--- src/include/nsd_pkg.sv ---
// Purpose: Shared constants and types for the slave cycle decoder
// Assumes: 50 MHz core clock, expansion bus beat of 100 ns
// Notes:   Bus lines are active low; decode works on the inverted levels, except the top byte slot match on raw levels
package nsd_pkg;

  // ****************************************************
  // Timing
  // ****************************************************
  localparam int CORE_PERIOD_NS   = 20;
  localparam int BUS_PERIOD_NS    = 100;
  localparam int BEAT_CYCLES      = BUS_PERIOD_NS / CORE_PERIOD_NS;
  localparam int BUS_TIMEOUT_NS   = 25600;
  localparam int TIMEOUT_BEATS    = BUS_TIMEOUT_NS / BUS_PERIOD_NS;
  // Forced answer well inside the bus timeout
  localparam int GUARD_BEATS      = TIMEOUT_BEATS - 56;
  localparam int DIV_W            = 3;
  localparam int GUARD_W          = 8;

  // ****************************************************
  // Address fields
  // ****************************************************
  localparam int SUPER_MSB        = 31;
  localparam int SUPER_LSB        = 28;
  localparam int SLOT_MSB         = 27;
  localparam int SLOT_LSB         = 24;
  localparam int TGT_MSB          = 19;
  localparam int TGT_LSB          = 18;
  localparam int LOC_MSB          = 15;
  localparam int LOC_LSB          = 2;
  localparam int LOC_W            = LOC_MSB - LOC_LSB + 1;
  // Top super slot on the raw (active low) lines
  localparam logic [3:0] TOP_SUPER_RAW = 4'h0;

  // Target select codes on logical AD19..18
  localparam logic [1:0] TGT_NONE = 2'h0;
  localparam logic [1:0] TGT_RAM  = 2'h1;
  localparam logic [1:0] TGT_NETC = 2'h2;
  localparam logic [1:0] TGT_ROM  = 2'h3;

  // Status codes on raw lines, bit 0 is TM0
  localparam logic [1:0] ST_DONE_RAW = 2'h0;
  localparam logic [1:0] ST_ERR_RAW  = 2'h1;

  typedef enum logic [2:0] {
    NSD_IDLE = 3'b001,
    NSD_BUSY = 3'b010,
    NSD_ACK  = 3'b100
  } nsd_state_t;

endpackage : nsd_pkg

--- src/include/nsd_dec_if.sv ---
// Purpose: Carries decode results from the decoder to the cycle control
// Assumes: Combinational, valid in the same core cycle as its inputs
// Notes:   None
`timescale 1ns/1ps
interface nsd_dec_if;
  import nsd_pkg::*;
  logic             hit;
  logic             ram;
  logic             rom;
  logic             netc;
  logic             wr;
  logic [1:0]       be;
  logic             err;
  logic [LOC_W-1:0] loc;

  modport dec (output hit, ram, rom, netc, wr, be, err, loc);
  modport use_side (input hit, ram, rom, netc, wr, be, err, loc);
endinterface : nsd_dec_if

--- src/rtl/nsd_addr_decode.sv ---
// Purpose: Slot, target, direction and lane decode of a start beat
// Assumes: Raw active-low bus levels at the inputs
// Notes:   Purely combinational
`timescale 1ns/1ps
module nsd_addr_decode
  import nsd_pkg::*;
(
  input  wire logic [31:0] ad_n,
  input  wire logic [1:0]  tm_n,
  input  wire logic [3:0]  slot_id_n,
  nsd_dec_if.dec           d
);
  logic [31:0] ad;
  logic [1:0]  tm;
  logic [1:0]  tgt;

  always_comb begin
    // Low bytes go through inverting latches
    ad     = ~ad_n;
    tm     = ~tm_n;
    tgt    = ad[TGT_MSB:TGT_LSB];
    // Top byte compared uninverted with the slot id lines; 23..20 unused
    d.hit  = (ad_n[SUPER_MSB:SUPER_LSB] == TOP_SUPER_RAW) &&
             (ad_n[SLOT_MSB:SLOT_LSB] == slot_id_n);
    d.ram  = (tgt == TGT_RAM);
    d.rom  = (tgt == TGT_ROM);
    d.netc = (tgt == TGT_NETC);
    d.loc  = ad[LOC_MSB:LOC_LSB];
    // Controller uses TM0 for direction, memories TM1
    d.wr   = d.netc ? tm[0] : tm[1];
    d.be   = 2'h0;
    if (d.ram && tm[1] && !ad[1]) begin
      if (!tm[0]) begin
        d.be = 2'h3;
      end else begin
        d.be = ad[0] ? 2'h2 : 2'h1;
      end
    end
    d.err  = (tgt == TGT_NONE) || (d.rom && tm[1]);
  end
endmodule : nsd_addr_decode

--- src/rtl/nsd_beat_timer.sv ---
// Purpose: Bus beat enable divider and wait guard counter
// Assumes: One core clock; beat enable is a one-cycle pulse
// Notes:   Guard forces an answer long before the bus timeout
`timescale 1ns/1ps
module nsd_beat_timer
  import nsd_pkg::*;
(
  input  wire logic core_clk,
  input  wire logic rst,
  input  wire logic wait_run,
  output logic      beat_ce,
  output logic      guard_hit
);
  logic [DIV_W-1:0]   div_q;
  logic [DIV_W-1:0]   div_d;
  logic [GUARD_W-1:0] wait_q;
  logic [GUARD_W-1:0] wait_d;

  always_comb begin
    beat_ce   = (div_q == DIV_W'(BEAT_CYCLES - 1));
    div_d     = beat_ce ? '0 : div_q + 1'b1;
    guard_hit = (wait_q >= GUARD_W'(GUARD_BEATS));
    wait_d    = wait_q;
    if (!wait_run) begin
      wait_d = '0;
    end else if (beat_ce && !guard_hit) begin
      wait_d = wait_q + 1'b1;
    end
  end

  always_ff @(posedge core_clk or posedge rst) begin
    if (rst) begin
      div_q  <= '0;
      wait_q <= '0;
    end else begin
      div_q  <= div_d;
      wait_q <= wait_d;
    end
  end

  AST_GUARD_BOUND: assert property (@(posedge core_clk) disable iff (rst)
    wait_q <= GUARD_W'(GUARD_BEATS)) else $error("Wait guard overran");
endmodule : nsd_beat_timer

--- src/rtl/nsd_slave_cycle_decode.sv ---
// Purpose: Slave cycle decode and acknowledge for an expansion bus card
// Assumes: Bus pins synchronous to core_clk; beat enable every 100 ns
// Notes:   Slave only; one word per cycle; no parity, no arbitration
`timescale 1ns/1ps

// ****************************************************
// Slave cycle control
// ****************************************************
// Summary of operation
// - Decode address and mode on start beat
// - Respond only to own geographic slot
// - Top super slot plus slot field match
// - AD19..18 pick RAM, ROM or controller
// - AD15..2 form the target word location
// - AD23..20 not decoded, AD1..0 only for RAM lanes
// - 24-bit and 32-bit addresses behave alike
// - Slot space split into four blocks
// - Direction from TM1 or TM0 by target
// - RAM write lanes from TM0 and AD1..0
// - No device addressed gives bus error
// - ROM write errors, rest complete
// - Acknowledge one beat with status driven
// - Complete is 11, error is TM0 low
// - Never timeout or retry, always answer
// - Slave only, no parity, no arbitration
// - Single word transfers only
// - Start first beat, ack in last
// - Drive and sample on 100 ns beats
// - Top byte compared uninverted with id
module nsd_slave_cycle_decode
(
  input  wire logic             core_clk,
  input  wire logic             rst,
  input  wire logic             start_n,
  input  wire logic [31:0]      ad_n,
  input  wire logic [1:0]       tm_n_i,
  output logic      [1:0]       tm_n_o,
  output logic                  tm_n_oe,
  output logic                  ack_n_o,
  output logic                  ack_n_oe,
  input  wire logic [3:0]       slot_id_n,
  input  wire logic             tgt_ready,
  output logic                  ram_sel,
  output logic                  rom_sel,
  output logic                  netc_sel,
  output logic                  tgt_wr,
  output logic      [1:0]       ram_be,
  output logic      [nsd_pkg::LOC_W-1:0] tgt_loc
);
  import nsd_pkg::*;

  // ****************************************************
  // Decode and beat timing
  // ****************************************************
  nsd_dec_if dec_if ();

  logic beat_ce;
  logic guard_hit;
  logic wait_run;

  nsd_addr_decode u_dec (
    .ad_n      (ad_n),
    .tm_n      (tm_n_i),
    .slot_id_n (slot_id_n),
    .d         (dec_if.dec)
  );

  nsd_beat_timer u_tmr (
    .core_clk  (core_clk),
    .rst       (rst),
    .wait_run  (wait_run),
    .beat_ce   (beat_ce),
    .guard_hit (guard_hit)
  );

  // ****************************************************
  // Cycle state
  // ****************************************************
  nsd_state_t       st_q;
  nsd_state_t       st_d;
  logic             ram_q;
  logic             ram_d;
  logic             rom_q;
  logic             rom_d;
  logic             netc_q;
  logic             netc_d;
  logic             wr_q;
  logic             wr_d;
  logic [1:0]       be_q;
  logic [1:0]       be_d;
  logic             err_q;
  logic             err_d;
  logic [LOC_W-1:0] loc_q;
  logic [LOC_W-1:0] loc_d;
  logic [1:0]       stat_q;
  logic [1:0]       stat_d;
  logic             take;

  // Start is only looked at on a beat edge, as the bus samples it
  assign take     = beat_ce && !start_n && dec_if.hit;
  assign wait_run = (st_q == NSD_BUSY);

  always_comb begin
    st_d   = st_q;
    ram_d  = ram_q;
    rom_d  = rom_q;
    netc_d = netc_q;
    wr_d   = wr_q;
    be_d   = be_q;
    err_d  = err_q;
    loc_d  = loc_q;
    stat_d = stat_q;
    unique case (st_q)
      NSD_IDLE: begin
        if (take) begin
          st_d   = NSD_BUSY;
          // Errors never reach a target, so no strobe is raised
          ram_d  = dec_if.ram && !dec_if.err;
          rom_d  = dec_if.rom && !dec_if.err;
          netc_d = dec_if.netc;
          wr_d   = dec_if.wr;
          be_d   = dec_if.be;
          err_d  = dec_if.err;
          loc_d  = dec_if.loc;
        end
      end
      NSD_BUSY: begin
        // Zero or more wait beats, bounded by the guard
        if (beat_ce && (err_q || tgt_ready || guard_hit)) begin
          st_d   = NSD_ACK;
          stat_d = err_q ? ST_ERR_RAW : ST_DONE_RAW;
        end
      end
      NSD_ACK: begin
        if (beat_ce) begin
          st_d   = NSD_IDLE;
          ram_d  = 1'b0;
          rom_d  = 1'b0;
          netc_d = 1'b0;
          wr_d   = 1'b0;
          be_d   = 2'h0;
          err_d  = 1'b0;
        end
      end
      default: begin
        st_d = NSD_IDLE;
      end
    endcase
  end

  always_ff @(posedge core_clk or posedge rst) begin
    if (rst) begin
      st_q   <= NSD_IDLE;
      ram_q  <= 1'b0;
      rom_q  <= 1'b0;
      netc_q <= 1'b0;
      wr_q   <= 1'b0;
      be_q   <= 2'h0;
      err_q  <= 1'b0;
      loc_q  <= '0;
      stat_q <= ST_DONE_RAW;
    end else begin
      st_q   <= st_d;
      ram_q  <= ram_d;
      rom_q  <= rom_d;
      netc_q <= netc_d;
      wr_q   <= wr_d;
      be_q   <= be_d;
      err_q  <= err_d;
      loc_q  <= loc_d;
      stat_q <= stat_d;
    end
  end

  // ****************************************************
  // Outputs
  // ****************************************************
  // Only two of the four status codes can ever leave this block
  assign ack_n_oe = (st_q == NSD_ACK);
  assign ack_n_o  = 1'b0;
  assign tm_n_oe  = (st_q == NSD_ACK);
  assign tm_n_o   = stat_q;
  assign ram_sel  = ram_q;
  assign rom_sel  = rom_q;
  assign netc_sel = netc_q;
  assign tgt_wr   = wr_q;
  // Lanes only matter for RAM writes
  assign ram_be   = (ram_q && wr_q) ? be_q : 2'h0;
  assign tgt_loc  = loc_q;

  // ****************************************************
  // Checks
  // ****************************************************
  AST_ACK_ONE_BEAT: assert property (@(posedge core_clk) disable iff (rst)
    $rose(ack_n_oe) |-> ack_n_oe [*5] ##1 !ack_n_oe)
    else $error("Acknowledge not exactly one beat");

  AST_STATUS_WITH_ACK: assert property (@(posedge core_clk) disable iff (rst)
    tm_n_oe == ack_n_oe) else $error("Status drive not aligned to acknowledge");

  AST_STATUS_LEGAL: assert property (@(posedge core_clk) disable iff (rst)
    tm_n_oe |-> (tm_n_o == ST_DONE_RAW || tm_n_o == ST_ERR_RAW))
    else $error("Illegal status code driven");

  AST_FOREIGN_IGNORED: assert property (@(posedge core_clk) disable iff (rst)
    (st_q == NSD_IDLE && beat_ce && !dec_if.hit) |=>
      (st_q == NSD_IDLE && !ack_n_oe && !ram_sel && !rom_sel && !netc_sel))
    else $error("Foreign cycle was answered");

  AST_ROM_WRITE_ERR: assert property (@(posedge core_clk) disable iff (rst)
    (st_q == NSD_IDLE && take && dec_if.rom && !tm_n_i[1]) |->
      ##[1:15] (ack_n_oe && tm_n_o == ST_ERR_RAW))
    else $error("ROM write not answered with error");

  AST_NODEV_ERR: assert property (@(posedge core_clk) disable iff (rst)
    (st_q == NSD_IDLE && take && ad_n[TGT_MSB:TGT_LSB] == 2'h3) |->
      ##[1:15] (ack_n_oe && tm_n_o == ST_ERR_RAW))
    else $error("Empty target not answered with error");

  AST_RAM_READ_DONE: assert property (@(posedge core_clk) disable iff (rst)
    (ack_n_oe && ram_sel) |-> tm_n_o == ST_DONE_RAW)
    else $error("RAM cycle answered with error");

  AST_TAKE_DECODES: assert property (@(posedge core_clk) disable iff (rst)
    (st_q == NSD_IDLE && take) |=>
      (st_q == NSD_BUSY && tgt_loc == ~$past(ad_n[LOC_MSB:LOC_LSB])))
    else $error("Start beat not decoded");

  AST_RAM_LANES: assert property (@(posedge core_clk) disable iff (rst)
    (ram_be != 2'h0) |-> (ram_sel && tgt_wr))
    else $error("RAM lanes enabled outside a RAM write");

  AST_RAM_BOTH_LANES: assert property (@(posedge core_clk) disable iff (rst)
    (st_q == NSD_IDLE && take && dec_if.ram && tm_n_i == 2'h1 && ad_n[1]) |=>
      (ram_be == 2'h3))
    else $error("Word write did not enable both lanes");

  AST_RAM_ONE_LANE: assert property (@(posedge core_clk) disable iff (rst)
    (st_q == NSD_IDLE && take && dec_if.ram && tm_n_i == 2'h0 && ad_n[1]) |=>
      (ram_be == ($past(ad_n[0]) ? 2'h1 : 2'h2)))
    else $error("Byte write enabled the wrong lane");

  AST_NETC_DONE: assert property (@(posedge core_clk) disable iff (rst)
    (ack_n_oe && netc_sel) |-> tm_n_o == ST_DONE_RAW)
    else $error("Controller cycle answered with error");

  AST_ROM_READ_DONE: assert property (@(posedge core_clk) disable iff (rst)
    (ack_n_oe && rom_sel) |-> tm_n_o == ST_DONE_RAW)
    else $error("ROM read answered with error");

  AST_ONE_TARGET: assert property (@(posedge core_clk) disable iff (rst)
    $onehot0({ram_sel, rom_sel, netc_sel}))
    else $error("More than one target strobe raised");

  AST_IDLE_QUIET: assert property (@(posedge core_clk) disable iff (rst)
    (st_q == NSD_IDLE) |-> (!ack_n_oe && !tm_n_oe && !ram_sel && !rom_sel && !netc_sel))
    else $error("Outputs active while idle");

  AST_ACK_LEVEL: assert property (@(posedge core_clk) disable iff (rst)
    ack_n_oe |-> (ack_n_o == 1'b0))
    else $error("Acknowledge driven at the wrong level");

  AST_ACK_FROM_BUSY: assert property (@(posedge core_clk) disable iff (rst)
    $rose(ack_n_oe) |-> ($past(st_q) == NSD_BUSY))
    else $error("Acknowledge raised without a taken cycle");

  AST_ERR_NO_STROBE: assert property (@(posedge core_clk) disable iff (rst)
    (st_q != NSD_IDLE && err_q) |-> !(ram_sel || rom_sel))
    else $error("Memory strobe raised on an error cycle");

  AST_WR_DIR_NETC: assert property (@(posedge core_clk) disable iff (rst)
    (st_q == NSD_IDLE && take && dec_if.netc) |=> (tgt_wr == !$past(tm_n_i[0])))
    else $error("Controller direction not taken from TM0");

  AST_WR_DIR_MEM: assert property (@(posedge core_clk) disable iff (rst)
    (st_q == NSD_IDLE && take && (dec_if.ram || dec_if.rom)) |=>
      (tgt_wr == !$past(tm_n_i[1])))
    else $error("Memory direction not taken from TM1");

  AST_STATUS_STABLE: assert property (@(posedge core_clk) disable iff (rst)
    (ack_n_oe && $past(ack_n_oe)) |-> $stable(tm_n_o))
    else $error("Status changed while acknowledge stands");

  AST_LOC_HELD: assert property (@(posedge core_clk) disable iff (rst)
    (st_q != NSD_IDLE && $past(st_q) != NSD_IDLE) |-> $stable(tgt_loc))
    else $error("Location changed during a cycle");

  AST_HIT_SLOT: assert property (@(posedge core_clk) disable iff (rst)
    take |-> (ad_n[SUPER_MSB:SUPER_LSB] == TOP_SUPER_RAW &&
      ad_n[SLOT_MSB:SLOT_LSB] == slot_id_n))
    else $error("Cycle taken for another slot");

  // ****************************************************
  // Answer time monitor
  // ****************************************************
  // Cycle count kept here so the bound needs no long repetition
  logic [10:0] busy_cnt_q;
  logic [10:0] busy_cnt_d;

  always_comb begin
    busy_cnt_d = busy_cnt_q;
    if (!wait_run) begin
      busy_cnt_d = '0;
    end else if (busy_cnt_q != '1) begin
      busy_cnt_d = busy_cnt_q + 1'b1;
    end
  end

  always_ff @(posedge core_clk or posedge rst) begin
    if (rst) begin
      busy_cnt_q <= '0;
    end else begin
      busy_cnt_q <= busy_cnt_d;
    end
  end

  AST_BUSY_BOUNDED: assert property (@(posedge core_clk) disable iff (rst)
    busy_cnt_q < 11'(TIMEOUT_BEATS * BEAT_CYCLES))
    else $error("Cycle not answered inside the bus timeout");

endmodule : nsd_slave_cycle_decode

--- config.mk ---
export PLATFORM = sky130hd
export DESIGN_NAME = nsd_slave_cycle_decode
export DESIGN_NICKNAME = d
export VERILOG_FILES = /design/src/include/nsd_pkg.sv /design/src/include/nsd_dec_if.sv /design/src/rtl/nsd_addr_decode.sv /design/src/rtl/nsd_beat_timer.sv /design/src/rtl/nsd_slave_cycle_decode.sv
export SDC_FILE = /design/constraint.sdc
export NUM_CORES = 1
export LEC_CHECK = 0
export ABC_AREA = 1
export BUFFER_PORTS_ARGS = -buffer_cell sky130_fd_sc_hd__buf_2
export CAP_MARGIN = 30
export CORE_AREA = 2 2 74 76
export CTS_CLUSTER_DIAMETER = 150
export DETAILED_ROUTE_END_ITERATION = 6
export DIE_AREA = 0 0 76 78
export PLACE_DENSITY = 0.66
export SYNTH_ARGS = -nofsm -noshare
export SYNTH_HDL_FRONTEND = slang
export SYNTH_HIERARCHICAL = 1
export SYNTH_SLANG_ARGS = --single-unit
--- constraint.sdc ---
create_clock -name core_clk -period 2.09 [get_ports core_clk]
set_clock_uncertainty 0.15 [all_clocks]
set_input_delay 0.418 -clock core_clk [delete_from_list [all_inputs] [get_ports core_clk]]
set_output_delay 0.418 -clock core_clk [all_outputs]
set_load 0.1 [all_outputs]
==> flow_metrics.py <==
metrics = {
    "global_route": {
        "grt_usage_pct": 14.96,
        "grt_pass1_vias": 1633,
        "grt_overflow_total": 0,
        "grt_first_pass_wirelength_um": 7148,
        "grt_max_degree": 29,
        "antenna_found_initial": 0,
    },
    "cts": {
        "root_buffer": "clkbuf_8",
        "cts.sinks": 36,
        "htreeDepth": 2,
        "clkTransAtPathRegs_ps": 70,
        "insertion_delay_ps": 280,
        "cts_buffers": 5,
        "cts_tree": "built",
        "clk_path_buf_depth": 2,
    },
    "yosys": {
        "ys_warn_count": 6,
        "syn_inst": 268,
        "synth_edf_count": 0,
        "syn_area_mm2": 0.002072,
        "synth.yosys.seq_area_share_pct": 43.54,
        "syn_avg_cell_area_um2": 7.731,
        "synth-seq-cells": 36,
        "yosys_most_used_dff": "dfrtp_1",
        "synth_cell_type_count": 36,
        "synthArstFlopShare_pct": 100.0,
    },
    "setup_path": {
        "worstPathRequired_ps": 1520,
        "critPathBufInv": 2,
        "crit_family": "flip-flops",
        "critPathLaunch": "st_q[0]$_DFFE_PP1P_",
        "slowest_stage": "dfstp_2",
        "end_kind": "output port",
        "max_stage_delay_ps": 570,
        "worstPathCellList": "nor2_2, nand2_2, clkinvlp_4, buf_12",
        "arrival_ps": 1330,
        "cp-start-kind": "register",
        "r2r_start": "u_tmr/div_q[0]$_DFF_PP0_",
        "worstPathMaxFanout": 4,
        "critPathKind": "register to output port",
    },
    "finish": {
        "syn_to_final_growth_pct": 25.48,
        "fin_nets": 378,
        "fin_util_pct": 51.56,
        "fin_area_mm2": 0.002600,
        "n_antenna_cell": 0,
        "layout-drive-gt1-share_pct": 30.03,
    },
    "drt": {
        "post_drt_wl_per_cell_um": 9.998,
        "first_iter_violations": 100,
        "dr.pass1.iters": 4,
        "wl_met3_um": 304,
        "drt-total-wl_um": 4029,
        "drt-met1-wl_um": 1872,
        "met2_length_um": 1784,
        "highest_layer": "met4",
        "routed_via_density": 4.422,
        "vias": 1782,
        "antenna_left": 0,
        "drc": 0,
    },
    "power": {
        "power.internal_w": 0.001161,
        "vdd_drop_max_mv": 0.3938,
        "total_power_w": 0.001681,
        "powerDensity_mw_per_mm2": 646.7,
        "power_frac_clock_pct": 35.4,
        "switching_share_pct": 30.93,
        "seq_power_share_pct": 44.6,
        "combPwrFrac_pct": 20.0,
        "p_switching_w": 0.0005200,
        "leakage_nw": 1.512,
    },
    "die": {
        "die_h_um": 78,
        "start_util_pct": 41.09,
        "rows": 26,
        "pin_count": 67,
        "fp.coreArea_mm2": 0.005042,
        "dieArea_mm2": 0.005928,
        "die_w_um": 76,
    },
    "timing": {
        "slew_viol_final": 0,
        "min_period_ps": 1895,
        "max_freq_mhz": 527.8,
        "fin_tns_setup_ps": 0,
        "min_period_over_period_pct": 90.65,
        "finalSetupViolCount": 0,
        "rsz0062_at_grt": "false",
        "hold_viol": 0,
    },
    "hold_path": {
        "min_from": "ad_n[5]",
        "min_path_type": "primary input to register",
    },
    "flow_run": {
        "drv_cap": 0,
    },
    "placement": {
        "gp_congestion": 0.8049,
        "placed_area_mm2": 0.002482,
        "detailedPlacementHpwl_um": 3047,
        "io_buffers": 58,
    },
    "outcome": {
        "status": "finished clean",
    },
}
==> sequential cells by signal, summed over array words and instances (netlist names) <==
signal	flops
rom_sel	1
ram_sel	1
u_tmr/div_q	3
tm_n_o	1
u_tmr/wait_q	8
be_q	2
netc_sel	1
tgt_wr	1
st_q	3
tgt_loc	14
err_q	1
==> repair_timing <==
item	CTS	global route
setup buffers	0	0
hold buffers	1	0
setup endpoints to repair	0	0
hold endpoints to repair	11	0
gates resized for setup	0	0
==> tightest hold or removal path, cell delays in order <==
cell and delay (ps):
buf_2 70, inv_1 30, inv_1 40, o21ai_1 60
==> power by group through the flow <==
stage               sequential, W  clock [W]  combinational [W]
floorplan                0.000912          0           0.000107
global placement         0.000764          0           0.000333
detailed placement       0.000764          0           0.000337
CTS                      0.000750   0.000613           0.000339
global route             0.000754   0.000643           0.000363
finish                   0.000750   0.000596           0.000336
==> worst paths after layout <==
| path | slack, ps | cells after the start | endpoint |
|---|---|---|---|
| worst max register to register | 280 | 9 | tgt_loc[6]$_DFFE_PP0P_ |
| worst min register to register | 320 | 1 | u_tmr/div_q[0]$_DFF_PP0_ |
| worst min-delay path | 210 | 4 | tgt_loc[3]$_DFFE_PP0P_ |
| worst max-delay path | 200 | 4 | tm_n_oe |
| max in group asynchronous | 920 | 4 | st_q[0]$_DFFE_PP1P_ |
| min in group asynchronous | 540 | 3 | u_tmr/wait_q[5]$_DFFE_PP0P_ |
==> cells in the mapped netlist, types with 4 or more instances <==
cell	count	share of area [%]
inv_2	4	0.72
o21ai_1	5	1.2
dfrtp_1	35	42
nor2_1	15	2.7
o21ai_0	8	1.9
o21ai_2	5	2.1
nand4_1	12	3.6
a21oi_1	4	0.97
nand2_1	71	13
inv_1	55	10
a21boi_0	4	1.4
nand3_1	10	2.4
buf_4	4	1.4
ha_1	4	2.4
==> final cells by class <==
class	count	area [um^2]
clock buffer	6	72.57
clock inverter	2	35.03
fill	486	2442
inverter	60	230.2
multi-input combinational	165	889.6
sequential	36	904.6
tap	70	87.58
timing repair buffer	64	380.4
==> routing by layer <==
layer | vias to the layer above | global-route usage [%]
li1 | 941 | -
met1 | 774 | 18.37
met2 | 63 | 24.82
met3 | 4 | 4.070
met4 | 0 | 6.545
met5 | - | 0
==> layout by cell type (no fill, tap or decap), drive strengths merged, types with 2 or more instances in the layout <==
master,instances
nand2,73
buf,63
inv,58
dfrtp,35
nor2,19
o21ai,18
nand3,14
nand4,12
clkbuf,6
a21oi,6
a21boi,4
ha,4
xnor2,3
and3,2
conb,2
clkinv,2
xor2,2
nand3b,2
==> cell families after synthesis <==
group / Yosys count / share of synthesized area, %
AO/OA/AOI/OAI: 30 / 9.542
XOR/XNOR: 5 / 2.114
adder cells (fa/ha/maj): 4 / 2.416
buffers and inverters: 68 / 13.95
flip-flops: 36 / 43.54
other: 1 / 0.1810
AND/OR/NAND/NOR: 124 / 28.26
==> stage by stage <==
stage / hold WS [ps] / std cells / worst slack [ps]
global route: 223.1 / 403 / 101.4
detailed placement: 302.5 / 394 / 189.6
floorplan: 120.4 / 269 / 13.94
global placement: 301.1 / 394 / 233.0
CTS: 204.0 / 403 / 178.1
finish: 212.4 / 403 / 195.4
Power figures use the tool's default switching activity.
